$ cat config.mk
export PLATFORM = sky130hd
export DESIGN_NAME = bpl_config_load
export DESIGN_NICKNAME = d
export VERILOG_FILES = /design/src/common/bpl_pkg.sv /design/src/common/bpl_sync_if.sv /design/src/logic/bpl_config_load.sv /design/src/logic/bpl_pin_sync.sv
export VERILOG_INCLUDE_DIRS = /design/src /design/src/common
export SDC_FILE = /design/constraint.sdc
export NUM_CORES = 1
export LEC_CHECK = 0
export BUFFER_PORTS_ARGS = -buffer_cell sky130_fd_sc_hd__buf_2
export CELL_PAD_IN_SITES_DETAIL_PLACEMENT = 0
export CELL_PAD_IN_SITES_GLOBAL_PLACEMENT = 1
export CORE_MARGIN = 5
export CORE_UTILIZATION = 49
export CTS_BUF_LIST = sky130_fd_sc_hd__clkbuf_4 sky130_fd_sc_hd__clkbuf_8
export CTS_CLUSTER_DIAMETER = 120
export CTS_CLUSTER_SIZE = 16
export DETAILED_ROUTE_END_ITERATION = 10
export PLACE_DENSITY = 0.94
export SKIP_CTS_REPAIR_TIMING = 1
export SLEW_MARGIN = 15
export SYNTH_ARGS = -nofsm -noshare
export SYNTH_HDL_FRONTEND = slang
export SYNTH_SLANG_ARGS = --single-unit
$ cat constraint.sdc
create_clock -name aclk -period 8.2 [get_ports aclk]
set_input_delay 1.23 -clock aclk [delete_from_list [all_inputs] [get_ports aclk]]
set_output_delay 1.23 -clock aclk [all_outputs]
set_load 0.01 [all_outputs]
$ cat src/common/bpl_defines.svh
`ifndef BPL_DEFINES_SVH
`define BPL_DEFINES_SVH

// Clock and derived rates
`define BPL_CLK_HZ         40000000
`define BPL_CLK_MHZ        (`BPL_CLK_HZ / 1000000)
`define BPL_OSC_HZ         10000000
`define BPL_OSC_DIV        (`BPL_CLK_HZ / `BPL_OSC_HZ)
// Power-on delays in microseconds; strictly longer than the minimum
`define BPL_POR_FAST_MIN_US 3000
`define BPL_POR_FAST_MAX_US 9000
`define BPL_POR_STD_MIN_US  50000
`define BPL_POR_STD_MAX_US  200000
`define BPL_POR_FAST_CYC   (`BPL_POR_FAST_MIN_US * `BPL_CLK_MHZ + 1)
`define BPL_POR_STD_CYC    (`BPL_POR_STD_MIN_US * `BPL_CLK_MHZ + 1)
// Error time-out, a longest time, rounds down
`define BPL_RESTART_US     230
`define BPL_RESTART_CYC    (`BPL_RESTART_US * `BPL_CLK_MHZ)
// Completion-to-user-clock delay, a least time, rounds up
`define BPL_CD2CU_NS       1000
`define BPL_CD2CU_CYC      ((`BPL_CD2CU_NS * `BPL_CLK_MHZ + 999) / 1000)
`define BPL_INIT_CYC       3187
// Select pin encodings
`define BPL_SEL_FAST_33    4'he
`define BPL_SEL_FAST_18    4'hf
// Synchroniser bit positions
`define BPL_SYNC_W         17
`define BPL_SI_RESTART     0
`define BPL_SI_HEALTH      1
`define BPL_SI_COMPLETE    2
`define BPL_SI_STROBE      3
`define BPL_SI_UCLK        4
`define BPL_SI_DATA        5
`define BPL_SI_SEL         13
// Register byte addresses
`define BPL_A_CTRL         8'h00
`define BPL_A_LEN          8'h04
`define BPL_A_STAT         8'h08
`define BPL_A_COUNT        8'h0c
`define BPL_A_BYTE         8'h10
// Control fields and reset values
`define BPL_C_INITDONE     0
`define BPL_C_UCLK         1
`define BPL_C_AUTORST      2
`define BPL_C_ERR          3
`define BPL_S_ERR          5
`define BPL_CTRL_RST       4'h0
`define BPL_LEN_RST        24'h000100
`define BPL_RESP_OKAY      2'h0
`define BPL_RESP_SLVERR    2'h2
`endif

$ cat src/common/bpl_pkg.sv
package bpl_pkg;
	// Gray along power-on, reset, load, delay, init, user
	typedef enum logic [2:0] {
		ST_POR   = 3'h0,
		ST_RESET = 3'h1,
		ST_LOAD  = 3'h3,
		ST_CD2CU = 3'h2,
		ST_INIT  = 3'h6,
		ST_USER  = 3'h7,
		ST_ERROR = 3'h5
	} bpl_state_e;
endpackage

$ cat src/common/bpl_sync_if.sv
`timescale 1ns/1ps
`include "bpl_defines.svh"
interface bpl_sync_if;
	logic [`BPL_SYNC_W-1:0] raw;
	logic [`BPL_SYNC_W-1:0] lvl;
	logic [`BPL_SYNC_W-1:0] rise;
	modport sync (input raw, output lvl, output rise);
	modport user (output raw, input lvl, input rise);
endinterface

$ cat src/logic/bpl_config_load.sv
// The register offsets and register access over AXI4-Lite were decided locally.
`timescale 1ns/1ps
`include "bpl_defines.svh"
module bpl_config_load
	import bpl_pkg::*;
#(
	parameter int unsigned POR_FAST_CYC = `BPL_POR_FAST_CYC,
	parameter int unsigned POR_STD_CYC  = `BPL_POR_STD_CYC,
	parameter int unsigned RESTART_CYC  = `BPL_RESTART_CYC
) (
	input  wire logic        aclk,
	input  wire logic        aresetn,
	input  wire logic [7:0]  s_axi_awaddr,
	input  wire logic        s_axi_awvalid,
	output logic             s_axi_awready,
	input  wire logic [31:0] s_axi_wdata,
	input  wire logic [3:0]  s_axi_wstrb,
	input  wire logic        s_axi_wvalid,
	output logic             s_axi_wready,
	output logic [1:0]       s_axi_bresp,
	output logic             s_axi_bvalid,
	input  wire logic        s_axi_bready,
	input  wire logic [7:0]  s_axi_araddr,
	input  wire logic        s_axi_arvalid,
	output logic             s_axi_arready,
	output logic [31:0]      s_axi_rdata,
	output logic [1:0]       s_axi_rresp,
	output logic             s_axi_rvalid,
	input  wire logic        s_axi_rready,
	input  wire logic        restart_request_low,
	input  wire logic        load_health_low_i,
	output logic             load_health_low_o,
	output logic             load_health_low_oe,
	input  wire logic        load_complete_i,
	output logic             load_complete_o,
	output logic             load_complete_oe,
	input  wire logic        load_strobe,
	input  wire logic [7:0]  load_data,
	input  wire logic [3:0]  scheme_select,
	input  wire logic        user_startup_clock,
	output logic             init_done_o,
	output logic             init_done_oe,
	output logic             user_io_hiz,
	output logic             user_io_pullup,
	output logic             user_clock_pin_free,
	output logic             user_mode
);
	bpl_sync_if sif ();

	bpl_state_e  state_q;
	bpl_state_e  state_d;
	logic [23:0] cnt_q;
	logic [23:0] cnt_d;
	logic [23:0] byte_cnt_q;
	logic [23:0] len_q;
	logic [7:0]  last_byte_q;
	logic [3:0]  ctrl_q;
	logic        rel_q;
	logic        fast_q;
	logic        sel_ok_q;
	logic        err_flag_q;
	logic        zero_q;
	logic [1:0]  div_q;
	logic        aw_got_q;
	logic        w_got_q;
	logic [7:0]  aw_addr_q;
	logic [31:0] w_data_q;
	logic [3:0]  w_strb_q;

	// Pins cross into the aclk domain before anything reads them
	assign sif.raw = {scheme_select, load_data, user_startup_clock,
		load_strobe, load_complete_i, load_health_low_i,
		restart_request_low};

	bpl_pin_sync u_sync (
		.aclk    (aclk),
		.aresetn (aresetn),
		.pins    (sif)
	);

	// Named views of the synchronised pins
	wire       restart_lvl   = sif.lvl[`BPL_SI_RESTART];
	wire       health_lvl    = sif.lvl[`BPL_SI_HEALTH];
	wire       complete_rise = sif.rise[`BPL_SI_COMPLETE];
	wire       strobe_rise   = sif.rise[`BPL_SI_STROBE];
	wire       uclk_rise     = sif.rise[`BPL_SI_UCLK];
	wire [7:0] data_lvl      = sif.lvl[`BPL_SI_DATA +: 8];
	wire [3:0] sel_lvl       = sif.lvl[`BPL_SI_SEL +: 4];

	// Control bits and the init clock choice
	wire uclk_en   = ctrl_q[`BPL_C_UCLK];
	wire auto_rst  = ctrl_q[`BPL_C_AUTORST];
	wire idone_en  = ctrl_q[`BPL_C_INITDONE];
	wire osc_tick  = (div_q == 2'(`BPL_OSC_DIV - 1));
	wire init_tick = uclk_en ? uclk_rise : osc_tick;
	wire sel_fast  = (sel_lvl == `BPL_SEL_FAST_33) ||
		(sel_lvl == `BPL_SEL_FAST_18);

	// Counter end points, all one below the wanted count
	wire [23:0] por_last  = fast_q ? 24'(POR_FAST_CYC - 1)
		: 24'(POR_STD_CYC - 1);
	wire [23:0] rst_last  = 24'(RESTART_CYC - 1);
	wire [23:0] cd_last   = 24'(`BPL_CD2CU_CYC - 1);
	wire [23:0] init_last = 24'(`BPL_INIT_CYC - 1);

	// Strobe edges count only while loading and before release
	wire        take_byte = (state_q == ST_LOAD) && strobe_rise &&
		!rel_q && sel_ok_q;
	wire [23:0] byte_next = byte_cnt_q + 24'h1;
	wire        err_req;

	// Sequencer: power-on, reset, load, delay, init, user
	always_comb begin
		state_d = state_q;
		cnt_d   = cnt_q + 24'h1;
		case (state_q)
			ST_POR: begin
				if (cnt_q == por_last) begin
					state_d = ST_RESET;
					cnt_d   = 24'h0;
				end
			end
			ST_RESET: begin
				cnt_d = 24'h0;
				if (restart_lvl && health_lvl && sel_ok_q)
					state_d = ST_LOAD;
			end
			ST_LOAD: begin
				cnt_d = 24'h0;
				if (err_req)
					state_d = ST_ERROR;
				else if (!health_lvl)
					state_d = ST_RESET;
				else if (complete_rise)
					state_d = ST_CD2CU;
			end
			ST_CD2CU: begin
				if (cnt_q == cd_last) begin
					state_d = ST_INIT;
					cnt_d   = 24'h0;
				end
			end
			ST_INIT: begin
				cnt_d = cnt_q + 24'(init_tick);
				if (init_tick && cnt_q == init_last)
					state_d = ST_USER;
			end
			ST_USER: begin
				cnt_d = 24'h0;
			end
			ST_ERROR: begin
				if (!auto_rst)
					cnt_d = 24'h0;
				else if (cnt_q == rst_last) begin
					state_d = ST_RESET;
					cnt_d   = 24'h0;
				end
			end
			default: begin
				state_d = ST_POR;
				cnt_d   = 24'h0;
			end
		endcase
		// A low restart line overrides everything after power-on
		if (state_q != ST_POR && !restart_lvl) begin
			state_d = ST_RESET;
			cnt_d   = 24'h0;
		end
	end

	// State, counter and the 10 MHz enable divider
	always_ff @(posedge aclk) begin
		if (!aresetn) begin
			state_q <= ST_POR;
			cnt_q   <= 24'h0;
			div_q   <= 2'h0;
		end else begin
			state_q <= state_d;
			cnt_q   <= cnt_d;
			div_q   <= osc_tick ? 2'h0 : div_q + 2'h1;
		end
	end

	// Straps are re-read during power-on so they are settled at exit
	always_ff @(posedge aclk) begin
		if (!aresetn) begin
			fast_q   <= 1'b0;
			sel_ok_q <= 1'b0;
		end else if (state_q == ST_POR) begin
			fast_q   <= sel_fast;
			sel_ok_q <= sel_fast;
		end
	end

	// Byte capture and completion release
	always_ff @(posedge aclk) begin
		if (!aresetn) begin
			byte_cnt_q  <= 24'h0;
			last_byte_q <= 8'h00;
			rel_q       <= 1'b0;
		end else if (state_q == ST_RESET || state_q == ST_POR) begin
			byte_cnt_q <= 24'h0;
			rel_q      <= 1'b0;
		end else if (take_byte) begin
			last_byte_q <= data_lvl;
			byte_cnt_q  <= byte_next;
			rel_q <= (byte_next >= len_q - 24'h1);
		end
	end

	// Pin drivers; open-drain lines only ever pull low
	always_ff @(posedge aclk) begin
		if (!aresetn) begin
			zero_q              <= 1'b0;
			load_health_low_oe  <= 1'b1;
			load_complete_oe    <= 1'b1;
			init_done_oe        <= 1'b0;
			user_io_hiz         <= 1'b1;
			user_io_pullup      <= 1'b0;
			user_mode           <= 1'b0;
			user_clock_pin_free <= 1'b0;
		end else begin
			load_health_low_oe <= (state_q == ST_POR) ||
				(state_q == ST_ERROR) || !restart_lvl;
			load_complete_oe <= !((state_q == ST_LOAD && rel_q) ||
				state_q == ST_CD2CU || state_q == ST_INIT ||
				state_q == ST_USER);
			init_done_oe <= idone_en && ((state_q == ST_LOAD &&
				byte_cnt_q != 24'h0) || state_q == ST_CD2CU ||
				state_q == ST_INIT);
			user_io_hiz    <= (state_q != ST_USER);
			user_io_pullup <= (state_q != ST_POR) &&
				(state_q != ST_USER);
			user_mode           <= (state_q == ST_USER);
			user_clock_pin_free <= !uclk_en;
		end
	end
	assign load_health_low_o = zero_q;
	assign load_complete_o   = zero_q;
	assign init_done_o       = zero_q;

	// Write path: address and data may arrive in either order
	wire wr_go  = aw_got_q && w_got_q && !s_axi_bvalid;
	wire wa_ctl = (aw_addr_q == `BPL_A_CTRL);
	wire wa_len = (aw_addr_q == `BPL_A_LEN);
	wire wa_st  = (aw_addr_q == `BPL_A_STAT);
	wire wa_ok  = wa_ctl || wa_len || wa_st;
	wire [31:0] wmask = {{8{w_strb_q[3]}}, {8{w_strb_q[2]}},
		{8{w_strb_q[1]}}, {8{w_strb_q[0]}}};
	wire [31:0] len_new  = ({8'h00, len_q} & ~wmask) | (w_data_q & wmask);
	wire [31:0] ctrl_new = ({28'h0, ctrl_q} & ~wmask) |
		(w_data_q & wmask);
	assign err_req = ctrl_q[`BPL_C_ERR];
	wire err_set  = (state_d == ST_ERROR) && (state_q != ST_ERROR);
	wire err_clr  = wr_go && wa_st && w_strb_q[0] &&
		w_data_q[`BPL_S_ERR];

	always_ff @(posedge aclk) begin
		if (!aresetn) begin
			s_axi_awready <= 1'b1;
			s_axi_wready  <= 1'b1;
			s_axi_bvalid  <= 1'b0;
			s_axi_bresp   <= `BPL_RESP_OKAY;
			aw_got_q      <= 1'b0;
			w_got_q       <= 1'b0;
			aw_addr_q     <= 8'h00;
			w_data_q      <= 32'h0;
			w_strb_q      <= 4'h0;
		end else begin
			if (s_axi_awvalid && s_axi_awready) begin
				aw_got_q      <= 1'b1;
				aw_addr_q     <= s_axi_awaddr;
				s_axi_awready <= 1'b0;
			end
			if (s_axi_wvalid && s_axi_wready) begin
				w_got_q      <= 1'b1;
				w_data_q     <= s_axi_wdata;
				w_strb_q     <= s_axi_wstrb;
				s_axi_wready <= 1'b0;
			end
			if (wr_go) begin
				aw_got_q     <= 1'b0;
				w_got_q      <= 1'b0;
				s_axi_bvalid <= 1'b1;
				s_axi_bresp  <= wa_ok ? `BPL_RESP_OKAY
					: `BPL_RESP_SLVERR;
			end
			if (s_axi_bvalid && s_axi_bready) begin
				s_axi_bvalid  <= 1'b0;
				s_axi_awready <= 1'b1;
				s_axi_wready  <= 1'b1;
			end
		end
	end

	// Software registers; error request clears itself once seen in load, and at once in any other state
	always_ff @(posedge aclk) begin
		if (!aresetn) begin
			ctrl_q     <= `BPL_CTRL_RST;
			len_q      <= `BPL_LEN_RST;
			err_flag_q <= 1'b0;
		end else begin
			if (wr_go && wa_ctl)
				ctrl_q <= ctrl_new[3:0];
			else if (state_q != ST_LOAD)
				ctrl_q[`BPL_C_ERR] <= 1'b0;
			else if (err_req)
				ctrl_q[`BPL_C_ERR] <= 1'b0;
			if (wr_go && wa_len)
				len_q <= len_new[23:0];
			// A new error beats a clear in the same cycle
			if (err_set)
				err_flag_q <= 1'b1;
			else if (err_clr)
				err_flag_q <= 1'b0;
		end
	end

	// Read path; unmapped reads return zero with SLVERR
	wire ra_ctl = (s_axi_araddr == `BPL_A_CTRL);
	wire ra_len = (s_axi_araddr == `BPL_A_LEN);
	wire ra_st  = (s_axi_araddr == `BPL_A_STAT);
	wire ra_cnt = (s_axi_araddr == `BPL_A_COUNT);
	wire ra_byt = (s_axi_araddr == `BPL_A_BYTE);
	wire ra_ok  = ra_ctl || ra_len || ra_st || ra_cnt || ra_byt;
	wire [31:0] rd_mux = ra_ctl ? {28'h0, ctrl_q}
		: ra_len ? {8'h00, len_q}
		: ra_st  ? {26'h0, err_flag_q, sel_ok_q, fast_q, state_q}
		: ra_cnt ? {8'h00, byte_cnt_q}
		: ra_byt ? {24'h0, last_byte_q} : 32'h0;

	always_ff @(posedge aclk) begin
		if (!aresetn) begin
			s_axi_arready <= 1'b1;
			s_axi_rvalid  <= 1'b0;
			s_axi_rdata   <= 32'h0;
			s_axi_rresp   <= `BPL_RESP_OKAY;
		end else if (s_axi_arvalid && s_axi_arready) begin
			s_axi_arready <= 1'b0;
			s_axi_rvalid  <= 1'b1;
			s_axi_rdata   <= rd_mux;
			s_axi_rresp   <= ra_ok ? `BPL_RESP_OKAY : `BPL_RESP_SLVERR;
		end else if (s_axi_rvalid && s_axi_rready) begin
			s_axi_rvalid  <= 1'b0;
			s_axi_arready <= 1'b1;
		end
	end
endmodule // bpl_config_load

$ cat src/logic/bpl_pin_sync.sv
`timescale 1ns/1ps
`include "bpl_defines.svh"
module bpl_pin_sync
	import bpl_pkg::*;
(
	input wire logic  aclk,
	input wire logic  aresetn,
	bpl_sync_if.sync  pins
);
	// Two stages per pin, a third only for edge finding
	for (genvar i = 0; i < `BPL_SYNC_W; i++) begin : g_bit
		logic meta_q;
		logic lvl_q;
		logic prev_q;
		always_ff @(posedge aclk) begin
			if (!aresetn) begin
				meta_q <= 1'b0;
				lvl_q  <= 1'b0;
				prev_q <= 1'b0;
			end else begin
				meta_q <= pins.raw[i];
				lvl_q  <= meta_q;
				prev_q <= lvl_q;
			end
		end
		assign pins.lvl[i]  = lvl_q;
		assign pins.rise[i] = lvl_q & ~prev_q;
	end
endmodule // bpl_pin_sync

==> metrics.yaml <==
outcome: "finished, final reports clean"
finalClockSkew_ns: 0.0252
antenna_cells: 0
slew_headroom_pct: 29.5
synthTopCellsByArea: "dfxtp_1 40%, nand2_1 7.0%, a21boi_0 5.3%"
layout_common_cells: "202 x dfxtp_1, 189 x nand2_1, 102 x buf_2"
holdPathStages: 1
ant_nets: 0
ys_seq_area_share_pct: 39.9
dp_slack_ns: 4.60
slew_viol_final: 0
worst_pin_slew_ns: 1.05
grt_start_max_net_pins: 107
first_pass_iters: 5
drive_gt1_share_pct: 11.6
ir_worst_vdd_mv: 0.105
max_freq_mhz: 275
grt_pass1_wl_um: 39300
ys.flop_type: "dfxtp_1"
power_switching_mw: 0.391
cts_root_buf: "clkbuf_8"
setup_viol: 0
synth-edff-count: 0
routed_wl_um: 23200
switching_share_pct: 24.1
final_common_cell: "dfxtp_1"
reg2reg_depth: 13
grt_pass1_vias: 8011
leakage_nw: 4.10
async_flop_share_pct: 0
drcViolationCount: 0
netlist_instances: 1223
r2r_slack_ns: 4.56
core_sq_um: 20300
rows: 52
netlist_area_sq_um: 10100
finalCritPeriodShare_pct: 44.4
hold_path_class: "register to register"
start_util_pct: 50.0
avgSynthCellArea_sq_um: 8.29
grt_util_all_layers_pct: 19.3
die_h_um: 154
clock_latency_ns: 0.53
post-route-min-period_ns: 3.64
avgViaCountPerCell: 5.47
io_pins: 127
worstPathArrival_ns: 4.09
finalNonFillerCells: 1541
post_synth_num_cell_types: 74
wl_per_cell_um: 15.0
die_w_um: 154
cts_buffers: 16
max_cap_violations: 0
io_buffers: 103
critPathMaxFanout: 7
crit_type: "register to register"
required_ns: 8.65
setup_tns_ns: 0
layout_setup_ws_ns: 4.56
ys_seq_elements: 202
clkPwrFrac_pct: 30.8
cts.path.max_buffers: 3
die_area_sq_um: 23700
grt-ovfl-total: 0
yosys.area.top_type: "dfxtp_1"
clock_sinks: 202
cp-start-kind: "register"
htree_levels: 1
synth_top_area_share_pct: 39.9
place_hpwl_um: 16600
internal_power_mw: 1.23
cts_tree: "built"
rsz0062_at_grt: "false"
setup.worst_path.end_class: "register"
hold_viol: 0
gp_congestion: 0.858
finalNetCount: 1380
drt_iter0_markers: 434
antenna_found_initial: 0
syn_to_final_growth_pct: 7.49
vias: 8436
sequentialPowerShare_pct: 63.2
ys.warnings.count: 0
fill_cells: 1960
clk_pin_slew_ns: 0.11
dp.cells: 1523
comb_power_share_pct: 6.0
power_density_nw_per_um2: 149
kinds of logic after synthesis:
logic type / after synthesis / synth area share [%]
compound gates: 244 / 16.1
xor+xnor: 62 / 5.35
fa+ha+maj: 33 / 4.07
buf+inv: 109 / 4.81
flops: 202 / 39.9
mux: 28 / 3.16
other cells: 1 / 0.0370
simple gates: 544 / 26.6
worst max-delay path, stage by stage (launching register included):
cell and delay [ns]:
dfxtp_1 0.45, ha_1 0.25, and3_1 0.20, nand4_1 0.27, or2_2 0.47, or3_1 0.38
xnor2_1 0.15, ha_1 0.31, nand4_1 0.11, nor4_1 0.43, o211ai_1 0.15, a21oi_1 0.14
a2111oi_0 0.08, a31oi_1 0.18
cells in the mapped netlist, types with 12 or more instances:
cell        n
dfxtp_1   202
nand2_1   189
nor2_1     87
a21boi_0   71
nand3_1    67
clkbuf_1   66
and2_1     58
o21ai_0    53
a21oi_1    46
xnor2_1    39
ha_1       33
mux2i_1    23
xor2_1     23
nor3_1     22
inv_1      19
nor4_1     19
nor2b_1    18
buf_4      16
nand4_1    13
or3_1      12
through the flow:
step           util (%)  instance area (sq um)  total power [mW]  hold slack, ns
6_report           53.7                  10900              1.62           0.431
4_1_cts            53.7                  10900              1.64           0.428
2_1_floorplan         -                  10200              1.11           0.403
3_3_place_gp       52.5                  10700              1.14           0.411
5_1_grt            53.7                  10900              1.69           0.443
3_5_place_dp       52.5                  10700              1.14           0.418
final timing paths:
check,from,endpoint
max,byte_cnt_q[0]$_SDFFE_PP0P_,rel_q$_SDFFE_PP0P_
min,div_q[0]$_SDFF_PP0_,div_q[0]$_SDFF_PP0_
max reg2reg,byte_cnt_q[0]$_SDFFE_PP0P_,rel_q$_SDFFE_PP0P_
min reg2reg,div_q[0]$_SDFF_PP0_,div_q[0]$_SDFF_PP0_
routing by layer:
layer  GRT usage [%]  routed length, um
met4            4.92                433
met5               0                  0
met3            3.23               1340
met1            28.2              11200
met2            29.6              10200
power groups by stage:
stage / clock network [mW] / logic (mW) / registers, mW
floorplan: 0 / 0.0717 / 1.04
global placement: 0 / 0.0966 / 1.05
detailed placement: 0 / 0.0982 / 1.05
CTS: 0.517 / 0.0984 / 1.02
global route: 0.556 / 0.110 / 1.03
finish: 0.499 / 0.0976 / 1.02
final cells by class:
class	instances	area (sq um)	area share, %
multi-input cells	924	5660	51.9
flip-flops and latches	202	4040	37.1
clock buffers	16	220	2.02
well taps	270	338	3.10
inverters	19	71.3	0.654
clock inverters	2	17.5	0.161
repair buffers	108	556	5.10
(Power assumes the default switching activity.)
